### src/hdl/ats_defines.vh
// Purpose: Register offsets, field positions, reset values and timing for the timer crossing.
// Assumes: Plain register port, one byte per offset.
// Notes: Definitions only.
`ifndef ATS_DEFINES_VH
`define ATS_DEFINES_VH
// Register offsets
`define ATS_OFS_COUNT 3'h0
`define ATS_OFS_CMP_A 3'h1
`define ATS_OFS_CMP_B 3'h2
`define ATS_OFS_CTL_A 3'h3
`define ATS_OFS_CTL_B 3'h4
`define ATS_OFS_STATUS 3'h5
`define ATS_OFS_MASK 3'h6
`define ATS_OFS_FLAGS 3'h7
// Status register fields
`define ATS_BIT_EXT_CLK 6
`define ATS_BIT_ASYNC 5
`define ATS_BIT_BUSY_CNT 4
`define ATS_BIT_BUSY_CA 3
`define ATS_BIT_BUSY_CB 2
`define ATS_BIT_BUSY_TA 1
`define ATS_BIT_BUSY_TB 0
// Mask and flag fields
`define ATS_BIT_CMP_B 2
`define ATS_BIT_CMP_A 1
`define ATS_BIT_OVF 0
// Reset values
`define ATS_RST_BYTE 8'h00
`define ATS_RST_MASK3 3'h0
// Flag crossing: processor cycles after the timer edge
`define ATS_FLAG_SYNC_CYC 3
`endif

### src/hdl/ats_timer_sync.v
// Purpose: Timer register crossing: staging, busy flags, counter readback, flag sync, irq enables.
// Assumes: Timer clock sampled from the oscillator pin at mclk_i; mclk far above 4x pin rate.
// Notes: Counter runs here in a simple free-run form so the crossing has a destination.
`timescale 1ns/1ps
`include "ats_defines.vh"

module ats_timer_sync #(
    parameter NREG = 5
) (
    // Clock and reset
    input wire mclk_i,
    input wire rst_n_i,
    // Register port
    input wire [2:0] addr_i,
    input wire [7:0] wdata_i,
    input wire wr_i,
    input wire rd_i,
    output reg [7:0] rdata_o,
    // Oscillator pin, power state and interrupt inputs
    input wire oscillator_input_pin_i,
    input wire global_irq_enable_i,
    input wire sleep_i,
    input wire deep_sleep_i,
    input wire [2:0] irq_ack_i,
    // Outputs
    output wire ext_clock_buffer_en_o,
    output wire crystal_osc_en_o,
    output reg waveform_out_a_o,
    output reg waveform_out_b_o,
    output wire [2:0] irq_req_o,
    output reg wake_o
);

////////////////////////////////////////////////////////////////////////////////
// Pin synchroniser and edge detection
reg pin_s1;
reg pin_s2;
reg pin_s3;
always @(posedge mclk_i or negedge rst_n_i) begin
    if (!rst_n_i) begin
        pin_s1 <= 1'b0;
        pin_s2 <= 1'b0;
        pin_s3 <= 1'b0;
    end else begin
        pin_s1 <= oscillator_input_pin_i;
        pin_s2 <= pin_s1;
        pin_s3 <= pin_s2;
    end
end

reg external_clock_enable;
reg async_select;
wire pin_rise = pin_s2 & ~pin_s3;
// Timer tick from the processor clock or the pin
wire tick = async_select ? pin_rise : 1'b1;
// Input buffer and crystal gating
assign ext_clock_buffer_en_o = external_clock_enable & async_select;
// Crystal runs only in async mode without the external clock, and is held off in deep sleep
assign crystal_osc_en_o = ~external_clock_enable & async_select & ~deep_sleep_i;

////////////////////////////////////////////////////////////////////////////////
// Staging registers, one per destination
reg [7:0] stage [0:NREG-1];
reg [7:0] dest [0:NREG-1];
reg [NREG-1:0] pend;     // Staged value awaiting transfer
reg [1:0] edge_cnt [0:NREG-1];
reg [NREG-1:0] done_tgl; // Toggles when a transfer lands
reg [NREG-1:0] done_s1;
reg [NREG-1:0] done_s2;
reg [NREG-1:0] done_s3;
reg [NREG-1:0] busy;
reg [7:0] timer_count;
wire cnt_load = pend[0] && edge_cnt[0] == 2'd1 && pin_rise;

genvar g;
generate
    for (g = 0; g < NREG; g = g + 1) begin : gen_stage
        wire hit = wr_i && addr_i == g;
        always @(posedge mclk_i or negedge rst_n_i) begin
            if (!rst_n_i) begin
                stage[g] <= `ATS_RST_BYTE;
                pend[g] <= 1'b0;
                edge_cnt[g] <= 2'd0;
                done_tgl[g] <= 1'b0;
                busy[g] <= 1'b0;
                done_s1[g] <= 1'b0;
                done_s2[g] <= 1'b0;
                done_s3[g] <= 1'b0;
            end else begin
                // Clear returns through two stages before busy drops
                done_s1[g] <= done_tgl[g];
                done_s2[g] <= done_s1[g];
                done_s3[g] <= done_s2[g];
                if (hit) begin
                    stage[g] <= wdata_i;
                end
                if (hit && async_select) begin
                    pend[g] <= 1'b1;
                    edge_cnt[g] <= 2'd0;
                    busy[g] <= 1'b1;
                end else begin
                    if (pend[g] && pin_rise) begin
                        if (edge_cnt[g] == 2'd1) begin
                            pend[g] <= 1'b0;
                            done_tgl[g] <= ~done_tgl[g];
                        end else begin
                            edge_cnt[g] <= edge_cnt[g] + 2'd1;
                        end
                    end
                    if (done_s2[g] != done_s3[g] && !pend[g]) begin
                        busy[g] <= 1'b0;
                    end
                end
                if (!async_select) begin
                    pend[g] <= 1'b0;
                    busy[g] <= 1'b0;
                end
            end
        end
        // Destination load: direct in sync mode, after two pin edges in async
        if (g != 0) begin : gen_dest
            always @(posedge mclk_i or negedge rst_n_i) begin
                if (!rst_n_i) begin
                    dest[g] <= `ATS_RST_BYTE;
                end else if (hit && !async_select) begin
                    dest[g] <= wdata_i;
                end else if (pend[g] && edge_cnt[g] == 2'd1 && pin_rise) begin
                    dest[g] <= stage[g];
                end
            end
        end else begin : gen_cnt
            always @* dest[g] = timer_count;
        end
    end
endgenerate

////////////////////////////////////////////////////////////////////////////////
// Counter and compare on the timer tick
reg [7:0] count_view;
reg [2:0] raw_evt;
wire cmp_block = pend[0] | pend[1] | pend[2] | cnt_load;
always @(posedge mclk_i or negedge rst_n_i) begin
    if (!rst_n_i) begin
        timer_count <= `ATS_RST_BYTE;
        count_view <= `ATS_RST_BYTE;
        raw_evt <= `ATS_RST_MASK3;
        waveform_out_a_o <= 1'b0;
        waveform_out_b_o <= 1'b0;
    end else begin
        raw_evt <= `ATS_RST_MASK3;
        if (wr_i && addr_i == `ATS_OFS_COUNT && !async_select) begin
            timer_count <= wdata_i;
        end else if (cnt_load) begin
            timer_count <= stage[0];
        end else if (tick && dest[4] != `ATS_RST_BYTE) begin
            timer_count <= timer_count + 8'h01;
            raw_evt[`ATS_BIT_OVF] <= timer_count == 8'hFF;
            if (!cmp_block) begin
                if (timer_count == dest[1]) begin
                    raw_evt[`ATS_BIT_CMP_A] <= 1'b1;
                    waveform_out_a_o <= ~waveform_out_a_o;
                end
                if (timer_count == dest[2]) begin
                    raw_evt[`ATS_BIT_CMP_B] <= 1'b1;
                    waveform_out_b_o <= ~waveform_out_b_o;
                end
            end
        end
        // Readback copy refreshed on each rising pin edge
        if (!async_select || pin_rise) begin
            count_view <= timer_count;
        end
    end
end

////////////////////////////////////////////////////////////////////////////////
// Flag crossing: event delayed a fixed number of processor cycles in async mode, taken directly in sync mode
reg [2:0] evt_dly [0:`ATS_FLAG_SYNC_CYC-1];
reg [2:0] flags;
reg [2:0] irq_mask;
reg [2:0] clr;
integer i;
always @* begin
    clr = `ATS_RST_MASK3;
    if (wr_i && addr_i == `ATS_OFS_FLAGS) begin
        clr = wdata_i[2:0];
    end
    clr = clr | irq_ack_i;
end

always @(posedge mclk_i or negedge rst_n_i) begin
    if (!rst_n_i) begin
        for (i = 0; i < `ATS_FLAG_SYNC_CYC; i = i + 1) begin
            evt_dly[i] <= `ATS_RST_MASK3;
        end
        flags <= `ATS_RST_MASK3;
        wake_o <= 1'b0;
    end else begin
        // Async mode adds the processor-side stages after the tick
        evt_dly[0] <= raw_evt;
        for (i = 1; i < `ATS_FLAG_SYNC_CYC; i = i + 1) begin
            evt_dly[i] <= evt_dly[i-1];
        end
        // Set wins over a same-cycle clear
        if (async_select) begin
            flags <= (flags & ~clr) | evt_dly[`ATS_FLAG_SYNC_CYC-1];
        end else begin
            flags <= (flags & ~clr) | raw_evt;
        end
        // Wake-up begins on the tick after the condition
        if (!sleep_i) begin
            wake_o <= 1'b0;
        end else if (tick && |(flags & irq_mask)) begin
            wake_o <= 1'b1;
        end
    end
end

assign irq_req_o = flags & irq_mask & {3{global_irq_enable_i}};

////////////////////////////////////////////////////////////////////////////////
// Control registers and register port
always @(posedge mclk_i or negedge rst_n_i) begin
    if (!rst_n_i) begin
        external_clock_enable <= 1'b0;
        async_select <= 1'b0;
        irq_mask <= `ATS_RST_MASK3;
    end else if (wr_i && addr_i == `ATS_OFS_STATUS) begin
        external_clock_enable <= wdata_i[`ATS_BIT_EXT_CLK];
        async_select <= wdata_i[`ATS_BIT_ASYNC];
    end else if (wr_i && addr_i == `ATS_OFS_MASK) begin
        irq_mask <= wdata_i[2:0];
    end
end

always @(posedge mclk_i or negedge rst_n_i) begin
    if (!rst_n_i) begin
        rdata_o <= `ATS_RST_BYTE;
    end else if (rd_i) begin
        case (addr_i)
            `ATS_OFS_COUNT: rdata_o <= async_select ? count_view : timer_count;
            // Busy index 0 (counter) sits at bit 4, control B at bit 0
            `ATS_OFS_STATUS: rdata_o <= {1'b0, external_clock_enable, async_select,
                busy[0], busy[1], busy[2], busy[3], busy[4]};
            `ATS_OFS_MASK: rdata_o <= {5'h00, irq_mask};
            `ATS_OFS_FLAGS: rdata_o <= {5'h00, flags};
            default: rdata_o <= stage[addr_i];
        endcase
    end else begin
        rdata_o <= `ATS_RST_BYTE;
    end
end

endmodule

### config.mk
export PLATFORM = sky130hd
export DESIGN_NAME = ats_timer_sync
export DESIGN_NICKNAME = d
export VERILOG_FILES = /design/src/hdl/ats_timer_sync.v
export VERILOG_INCLUDE_DIRS = /design/src /design/src/hdl
export SDC_FILE = /design/constraint.sdc
export NUM_CORES = 1
export LEC_CHECK = 0
export ABC_AREA = 1
export BUFFER_PORTS_ARGS = -buffer_cell sky130_fd_sc_hd__buf_2
export CAP_MARGIN = 40
export CORE_MARGIN = 2
export CORE_UTILIZATION = 55
export DETAILED_ROUTE_END_ITERATION = 8
export PLACE_DENSITY = 0.75
export SETUP_SLACK_MARGIN = 0.4
export SLEW_MARGIN = 20
export SYNTH_ARGS = -nofsm -noshare
export SYNTH_HDL_FRONTEND = slang
export SYNTH_SLANG_ARGS = --single-unit
### constraint.sdc
create_clock -name mclk_i -period 1.8 [get_ports mclk_i]
set_input_delay 0.36 -clock mclk_i [delete_from_list [all_inputs] [get_ports mclk_i]]
set_output_delay 0.36 -clock mclk_i [all_outputs]
set_load 0.005 [all_outputs]
### After elaboration in Yosys (flattened, before gate mapping)

Cells that the tools add are included.

* bits of input ports: 22
* word-level logic and storage cells: 292
* output and inout bits: 16
* register bits: 154

* equal/unequal tests: 41
* order comparisons: 1
* add/subtract/negate cells: 6
* reduce and logical (&&, ||, !) cells: 74
* bitwise operators: 34
* muxes and demuxes: 76

Operators with widths (count)
* $mux 8: 13
* $ne 3x1->1 const B: 15
* $mux 1: 40
* $logic_and 1x1->1: 37
* $mux 2: 16
* $pmux 8 s4: 1
* $bmux 8 s3: 1
* $reduce_and 2->1: 11
* $not 1->1: 19
* $eq 8x8->1: 2
* $reduce_bool 2->1: 8
* $mux 3: 5
* $reduce_and 3->1: 5
* $eq 3x3->1 const B: 4
* $add 2x1->2 const B: 5
* $eq 2x1->1 const B: 5
* $reduce_and 5->1: 2
* $and 3x3->3: 3
* $or 3x3->3: 3
* $add 8x1->8 const B: 1
* $eq 8x8->1 const B: 1
* $ne 2x2->1 const B: 4
* $reduce_bool 8->1: 1
* $eq 3x2->1 const B: 2
* 13 further kinds: 28

### Depth between registers and ports, before layout

Gate-level depths: netlist of the first run.

* depth in word-level cells: 8
* depth in mapped cells: 12
* mapped depth without buffers: 11

### Least setup slack after synthesis of the first run

No wires, ideal clock.

* kind: reg2reg
* start point: reg edge_cnt[9] (netlist bit)
* end point: reg timer_count[3] (netlist name)
* library setup time: 0.118 ns
* arrival: 1.361 ns
* required time: 1.682 ns
* path slack: 0.322 ns
* stages on the path, launching flop included: 9
* path through: dfrtp_1 -> inv_1 -> ha_1 -> nand4_1 -> or2_2 -> nand3_1 -> nand2_1 -> nand2_1 -> nand2_1

* longest elaborated chain between the ends: 5
* elaborated cells between the ends (all ways): 6

RTL lines
* from (decl): line ats_timer_sync.v:66 `reg [1:0] edge_cnt [0:NREG-1];`
* from (signal, indexed assignment): line ats_timer_sync.v:107 `edge_cnt[g] <= edge_cnt[g] + 2'd1;`
* $eq 2x1->1 *: line ats_timer_sync.v:73 `wire cnt_load = pend[0] && edge_cnt[0] == 2'd1 && pin_rise;`
* $logic_and 1x1->1 * (2 in series): line ats_timer_sync.v:73
* $mux 8: line ats_timer_sync.v:153 `end else if (cnt_load) begin`
* $mux 8: line ats_timer_sync.v:151 `` if (wr_i && addr_i == `ATS_OFS_COUNT && !async_select) begin ``

Every way passes the cells marked *; elsewhere a longest branch is shown, timed or not.
A chain may end at the register's enable or synchronous reset.

### Worst setup path after layout of the first run

* start point: reg async_select
* end point: out ext_clock_buffer_en_o

* longest elaborated chain between the ends: 1

RTL lines
* from (decl): line ats_timer_sync.v:52 `reg async_select;`
* from (signal assigned): line ats_timer_sync.v:230 `` async_select <= wdata_i[`ATS_BIT_ASYNC]; ``
* $and 1x1->1: line ats_timer_sync.v:57 `assign ext_clock_buffer_en_o = external_clock_enable & async_select;`
* to (decl): line ats_timer_sync.v:26 `output wire ext_clock_buffer_en_o,`

No other way between the ends.

==> results of run 1 <==
==> cell usage in the layout, fill, tap and decap left out, drive strengths merged, types with 8 or more instances in the layout <==
cell type  synthesis  routed
nand2            239     239
dfrtp            154     154
inv               90      91
buf               18      85
o21ai             81      81
nor2              73      73
nand3             39      40
a21oi             34      34
clkbuf             7      22
o211ai            13      13
xnor2             11      11
xor2               9       9
o221ai             8       8
o22ai              8       8
or2                8       8
clkinv             2       8
==> worst reg2reg max path: cells and delay by family, from the launching register on <==
family | cells | cell delay, ns
buffers and inverters | 3 | 0.43
AO/OA/AOI/OAI | 2 | 0.18
flip-flops | 1 | 0.45
AND/OR/NAND/NOR | 2 | 0.38
==> cell type report <==
class	count	area, µm²	area share (%)
repair buffers	88	739	8.23
clock buffers	21	450	5.01
clock inverters	11	144	1.60
inverters	92	360	4.01
flip-flops and latches	154	3860	43.0
multi-input cells	557	3210	35.8
well taps	172	215	2.39
==> kinds of logic (layout without fill, tap and decap cells) <==
logic type,count (synthesis),in the layout
adders and majority gates,6,6
DFF,154,154
buffers and inverters,117,212
xor gates and xnor gates,20,20
AOI/OAI and AO/OA,156,156
muxes,6,6
and+or+nand+nor,368,369
==> per-layer routing <==
metal / track usage (%) / wire, µm / vias to the layer above
met5: 0 / 0 / -
met2: 46.1 / 9710 / 368
met3: 6.44 / 1790 / 94
li1: - / - / 2838
met4: 13.9 / 1070 / 0
met1: 41.2 / 8390 / 3060
==> worst max-delay path by stage <==
| stage | from | endpoint | slack [ns] | cells after the start |
|---|---|---|---|---|
| finish | async_select | ext_clock_buffer_en_o | 0.10 | 5 |
| detailed placement | addr_i[1] | timer_count[1] | 0.14 | 9 |
| CTS | async_select | ext_clock_buffer_en_o | 0.10 | 5 |
| global route | async_select | ext_clock_buffer_en_o | 0.09 | 5 |
| global placement | pin_s2 | dest[19] | 0.18 | 7 |
| floorplan | edge_cnt[9] | timer_count[3] | 0.38 | 8 |
==> through the flow <==
step / hold WS, ns / power (mW)
floorplan: 0.0644 / 6.48
CTS: 0.0212 / 11.3
detailed placement: 0.289 / 7.36
finish: 0.0237 / 12.0
global route: 0.0227 / 12.5
global placement: 0.290 / 7.27
==> what timing repair did <==
| action | 4_1_cts | 5_1_grt |
|---|---|---|
| gates resized for setup | 66 | 83 |
| setup buffers | 16 | 11 |
| hold buffers | 1 | 0 |
| pin swaps | 13 | 31 |
| hold endpoints to repair | 36 | 0 |
| gates cloned | 3 | 1 |
| setup endpoints to repair | 59 | 68 |
==> state kept, by name, indices dropped and copies added (netlist names), 8 cells and up <==
signal / count
count_view: 8
rdata_o: 8
timer_count: 8
dest: 24
stage: 40
evt_dly: 9
edge_cnt: 10
==> where the power goes <==
part / switching [mW] / internal (mW) / leakage (nW) / total, mW
clock network: 1.45 / 2.21 / 0.291 / 3.66
logic: 1.84 / 1.43 / 2.21 / 3.27
registers: 0.754 / 4.29 / 1.95 / 5.04
total: 4.04 / 7.93 / 4.45 / 12.0
==> metrics.txt, run 1 <==
Worst Hold Class in2reg; sequential area share after synthesis 53.9%; full die area 13900 µm²; fin cells 1095; vias 6360; cell total after placement 1031; Cell Rows 41; R2R Path Start async_select; ranking of synthesized cells by area dfrtp_1, nand2_1, o21ai_0; crit end category output pin; final hold violation count 0; Die H 118 µm; synth warn 0; Crit path required time 1.44 ns; Cell Area, Placed 7590 µm²; Die Wd 118 µm; largest net degree at the start of global routing 54; hpwl dp 13300 µm; crit path kind reg2out; worst path buffer plus inverter count 4; Ant. Diodes 0; number of max-cap violations 0; count leader, synth nand2_1; vias in the first global route 5933; Yosys top cell area share 53.9%; CTS HTree Levels 4; CP arrival 1.34 ns; clk_skew 0.00780 ns; achievable clock frequency 590 MHz; remaining global-route overflow 0; IO Pins 38; CTS Buf Count 17; drt pass-1 iters 6; Slew @ Worst Pin 0.529 ns; ys flop type dfrtp_1; status finished, final reports clean; hold_sp oscillator_input_pin_i; Synth Area in Compound Gates 12.4%; CP Max Fanout 3; Cells after Synth 827; # nets final 938; distinct cell type count after synthesis 41; synth-to-layout area growth 25.7%; Avg WL per Cell 19.1 µm; clock buffer depth 2; TritonCTS clock tree built; PortBufs 37; clock sink total 154; Simple-Gate Fraction of Synth Area 22.4%; delay-heaviest family, CP flip-flops; cell depth of the worst flop-to-flop path 7; CP max stage cell dfrtp_2; post-synthesis xor/xnor area fraction 2.45%; drt drc 0; Initial Util 56.5%; Post-Synthesis Cell Area 7150 µm²; largest family of logic cells by synthesized area simple AND/OR/NAND/NOR gates; Avg Inst Size Synth 8.65 µm²; Synth area leader dfrtp_1; final WL 21000 µm; fin. max-slew vios 0; crit path time final 1.70 ns; EDFF count, synth 0; initial drt markers 819; setup ws final 0.104 ns; initial antenna violation count 0; reg2reg end rdata_o[5]; dpl ws 0.136 ns; most used cell, CP buf_12; Setup-failing EPs final 0; Max-slew headroom 64.7%; #FFs+latches synth 154; clock transition at the registers of the reported paths 0.06 ns; Cell Chain, Critical Path buf_12, buf_12, nand2_4, inv_2, buf_2; Lkg Pwr 4.45 nW; critical path's largest stage delay 0.45 ns; RePlAce Congestion 0.988; CTS Root Cell clkbuf_16; Async SR Flop Fraction 100%; hold endpoint pin_s1; CP Launch Type flop; unrepaired setup endpoints after global routing yes; worst skew pair latency 0.44 ns; Final ANT Viol Nets 0; Synth Area in Adders 1.05%; Power Density 1330 nW/µm²; Tot GR Track Use 30.1%; multiplexer area fraction after synthesis 0.945%; core area 12700 µm²; first-pass GRT wire length 31900 µm; Synth top cells by count nand2_1, dfrtp_1, inv_1; VDD IR-drop max 0.755 mV; fill count 895; vias per cell 5.81; reg-to-reg slack, setup 0.24 ns; design area 8990 µm²; Worst Hold Path Cells 1; post-synth net total 855; Fin Setup TNS 0 ns; Core Util, Final 70.9%; Final period util 94.2%; share of layout cells above drive strength 1 26.5%
Power figures use the tool's default switching activity.
==> run 2: changes to the inputs <==
--- a/config.mk
+++ b/config.mk
@@ -12,7 +12,7 @@
 export CORE_MARGIN = 2
 export CORE_UTILIZATION = 55
 export DETAILED_ROUTE_END_ITERATION = 8
-export PLACE_DENSITY = 0.75
+export PLACE_DENSITY = 0.73
 export SETUP_SLACK_MARGIN = 0.4
 export SLEW_MARGIN = 20
 export SYNTH_ARGS = -nofsm -noshare
==> run 2 against run 1 <==
Against the previous run: global-route usage rose by 0.58 points; critical path depth fell by 1; final cell count rose by 1.2%; via count fell by 2.6%; die area did not move; hold slack improved by 0.0069 ns; first-iteration DRC count fell by 27%; combinational power barely moved; clock power fell by 4%; total power fell by 1.4%; sequential share of layout area fell by 0.13 points; sequential power barely moved; largest power group unchanged.
==> metrics.txt, run 2 (synthesis gave the netlist of run 1 again) <==
Slew @ Worst Pin 0.556 ns (+0.0275 ns); clock transition at the registers of the reported paths 0.06 ns (about the same); full die area 13900 µm² (unchanged); status finished, final reports clean; Setup-failing EPs final 0 (unchanged); number of max-cap violations 0 (unchanged); Critical Path Source async_select; clock buffer depth 2 (unchanged); design area 9020 µm² (+0.33%); worst path buffer plus inverter count 3 (-1); Max-slew headroom 62.9% (-1.8 points); Lkg Pwr 4.45 nW (-0.12%); drt drc 0 (unchanged); vias 6192 (-2.6%); core area 12700 µm² (unchanged); commonest non-fill, non-tap cell in the layout nand2_1; Core Util, Final 71.2% (+0.24 points); RePlAce Congestion 0.967 (-2.1%); CTS HTree Levels 4 (unchanged); delay-heaviest family, CP flip-flops; IO Pins 38 (unchanged); CP max stage cell dfrtp_2; CP arrival 1.24 ns (-0.10 ns); most frequent cells in the layout nand2_1, dfrtp_1, inv_1; dpl ws 0.110 ns (-0.0260 ns); Crit path required time 1.44 ns (about the same); vias in the first global route 6037 (+1.8%); Initial Util 56.5% (unchanged); fin cells 1108 (+1.2%); unrepaired setup endpoints after global routing yes; largest net degree at the start of global routing 54 (unchanged); PortBufs 37 (unchanged); Die H 118 µm (unchanged); setup ws final 0.195 ns (+0.0915 ns); CTS Root Cell clkbuf_16; initial antenna violation count 0 (unchanged); Cell Area, Placed 7660 µm² (+0.86%); Ant. Diodes 0 (unchanged); initial drt markers 598 (-27%); hold_sp oscillator_input_pin_i; R2R Path Start async_select; crit path kind reg2out; hpwl dp 14100 µm (+6.4%); VDD IR-drop max 0.881 mV (+17%); largest registers stage x40, dest x24, edge_cnt x10; fin. max-slew vios 0 (unchanged); Tot Pwr 11.8 mW (-1.4%); CTS Buf Count 17 (unchanged); Final period util 89.1% (-5.1 points); final hold violation count 0 (unchanged); Fin Setup TNS 0 ns (unchanged); worst skew pair latency 0.44 ns (about the same); final WL 21300 µm (+1.5%); synth-to-layout area growth 26.1%; Cell Rows 41 (unchanged); cell total after placement 1038 (+0.68%); remaining global-route overflow 0 (unchanged); achievable clock frequency 623 MHz (+5.7%); Worst Hold Class in2reg; first-pass GRT wire length 32600 µm (+2.1%); share of layout cells above drive strength 1 26.9% (+0.38 points); critical path's largest stage delay 0.42 ns (-0.03 ns); Avg WL per Cell 19.2 µm (+0.33%); crit path time final 1.60 ns (-0.0915 ns); Cell Chain, Critical Path inv_2, buf_6, nor3_4, buf_2; Power Density 1310 nW/µm² (-1.8%); clk_skew 0.0101 ns (+0.00233 ns); # nets final 951 (+1.4%); clock sink total 154 (unchanged); max FFs per register 40 (unchanged); Die Wd 118 µm (unchanged); Top reg by flops stage; TritonCTS clock tree built; CP Max Fanout 4 (+1); drt pass-1 iters 6 (unchanged); vias per cell 5.59 (-3.8%); CP Launch Type flop; Final ANT Viol Nets 0 (unchanged); crit end category output pin; Tot GR Track Use 30.6% (+0.58 points); Worst Hold Slack 0.0305 ns (+0.00688 ns)
[run 2: changes by cell type in the layout (fill, tap and decap cells not counted), sizes merged]
cell,delta
clkbuf,+2
bufinv,-1
clkinv,-1
inv,+1
clkinvlp,+1
nand2,+1
buf,+11
bufbuf,-1
[run 2: final timing paths]
path / end / slack (ns) / depth (start not counted)
worst max-delay path: crystal_osc_en_o / 0.20 / 4
worst min-delay path: pin_s1 / 0.03 / 1
worst max register to register: rdata_o[1] / 0.28 / 7
worst min register to register: done_s2[0] / 0.35 / 0
max in group asynchronous: count_view[5] / 0.69 / 3
min in group asynchronous: evt_dly[2] / 0.48 / 2
[run 2: metal layers]
layer / up-vias / part of all wire (%) / track usage, %
met4: 0 / 3.0 / 11.8
met2: 249 / 48 / 47.8
met5: - / 0 / 0
met3: 41 / 6.4 / 6.64
met1: 3034 / 43 / 42.2
li1: 2868 / - / -
[run 2: final cells by class]
cell class	instances	area (µm²)
clock buffer	21	440
clock inverter	11	121
fill	960	3650
inverter	92	355
multi-input combinational	558	3190
sequential	154	3870
tap	172	215
timing repair buffer	100	830
[run 2: what timing repair did]
action | in CTS | in global routing
hold endpoints to repair | 48 | 0
hold buffers | 1 | 0
pin swaps | 17 | 35
setup buffers | 16 | 15
resized for setup | 56 | 74
setup endpoints to repair | 57 | 61
cloned | 2 | 4
[run 2: where the power goes]
group / switching, mW / internal, mW
Sequential: 0.762 / 4.29
Clock: 1.46 / 2.04
Combinational: 1.81 / 1.44
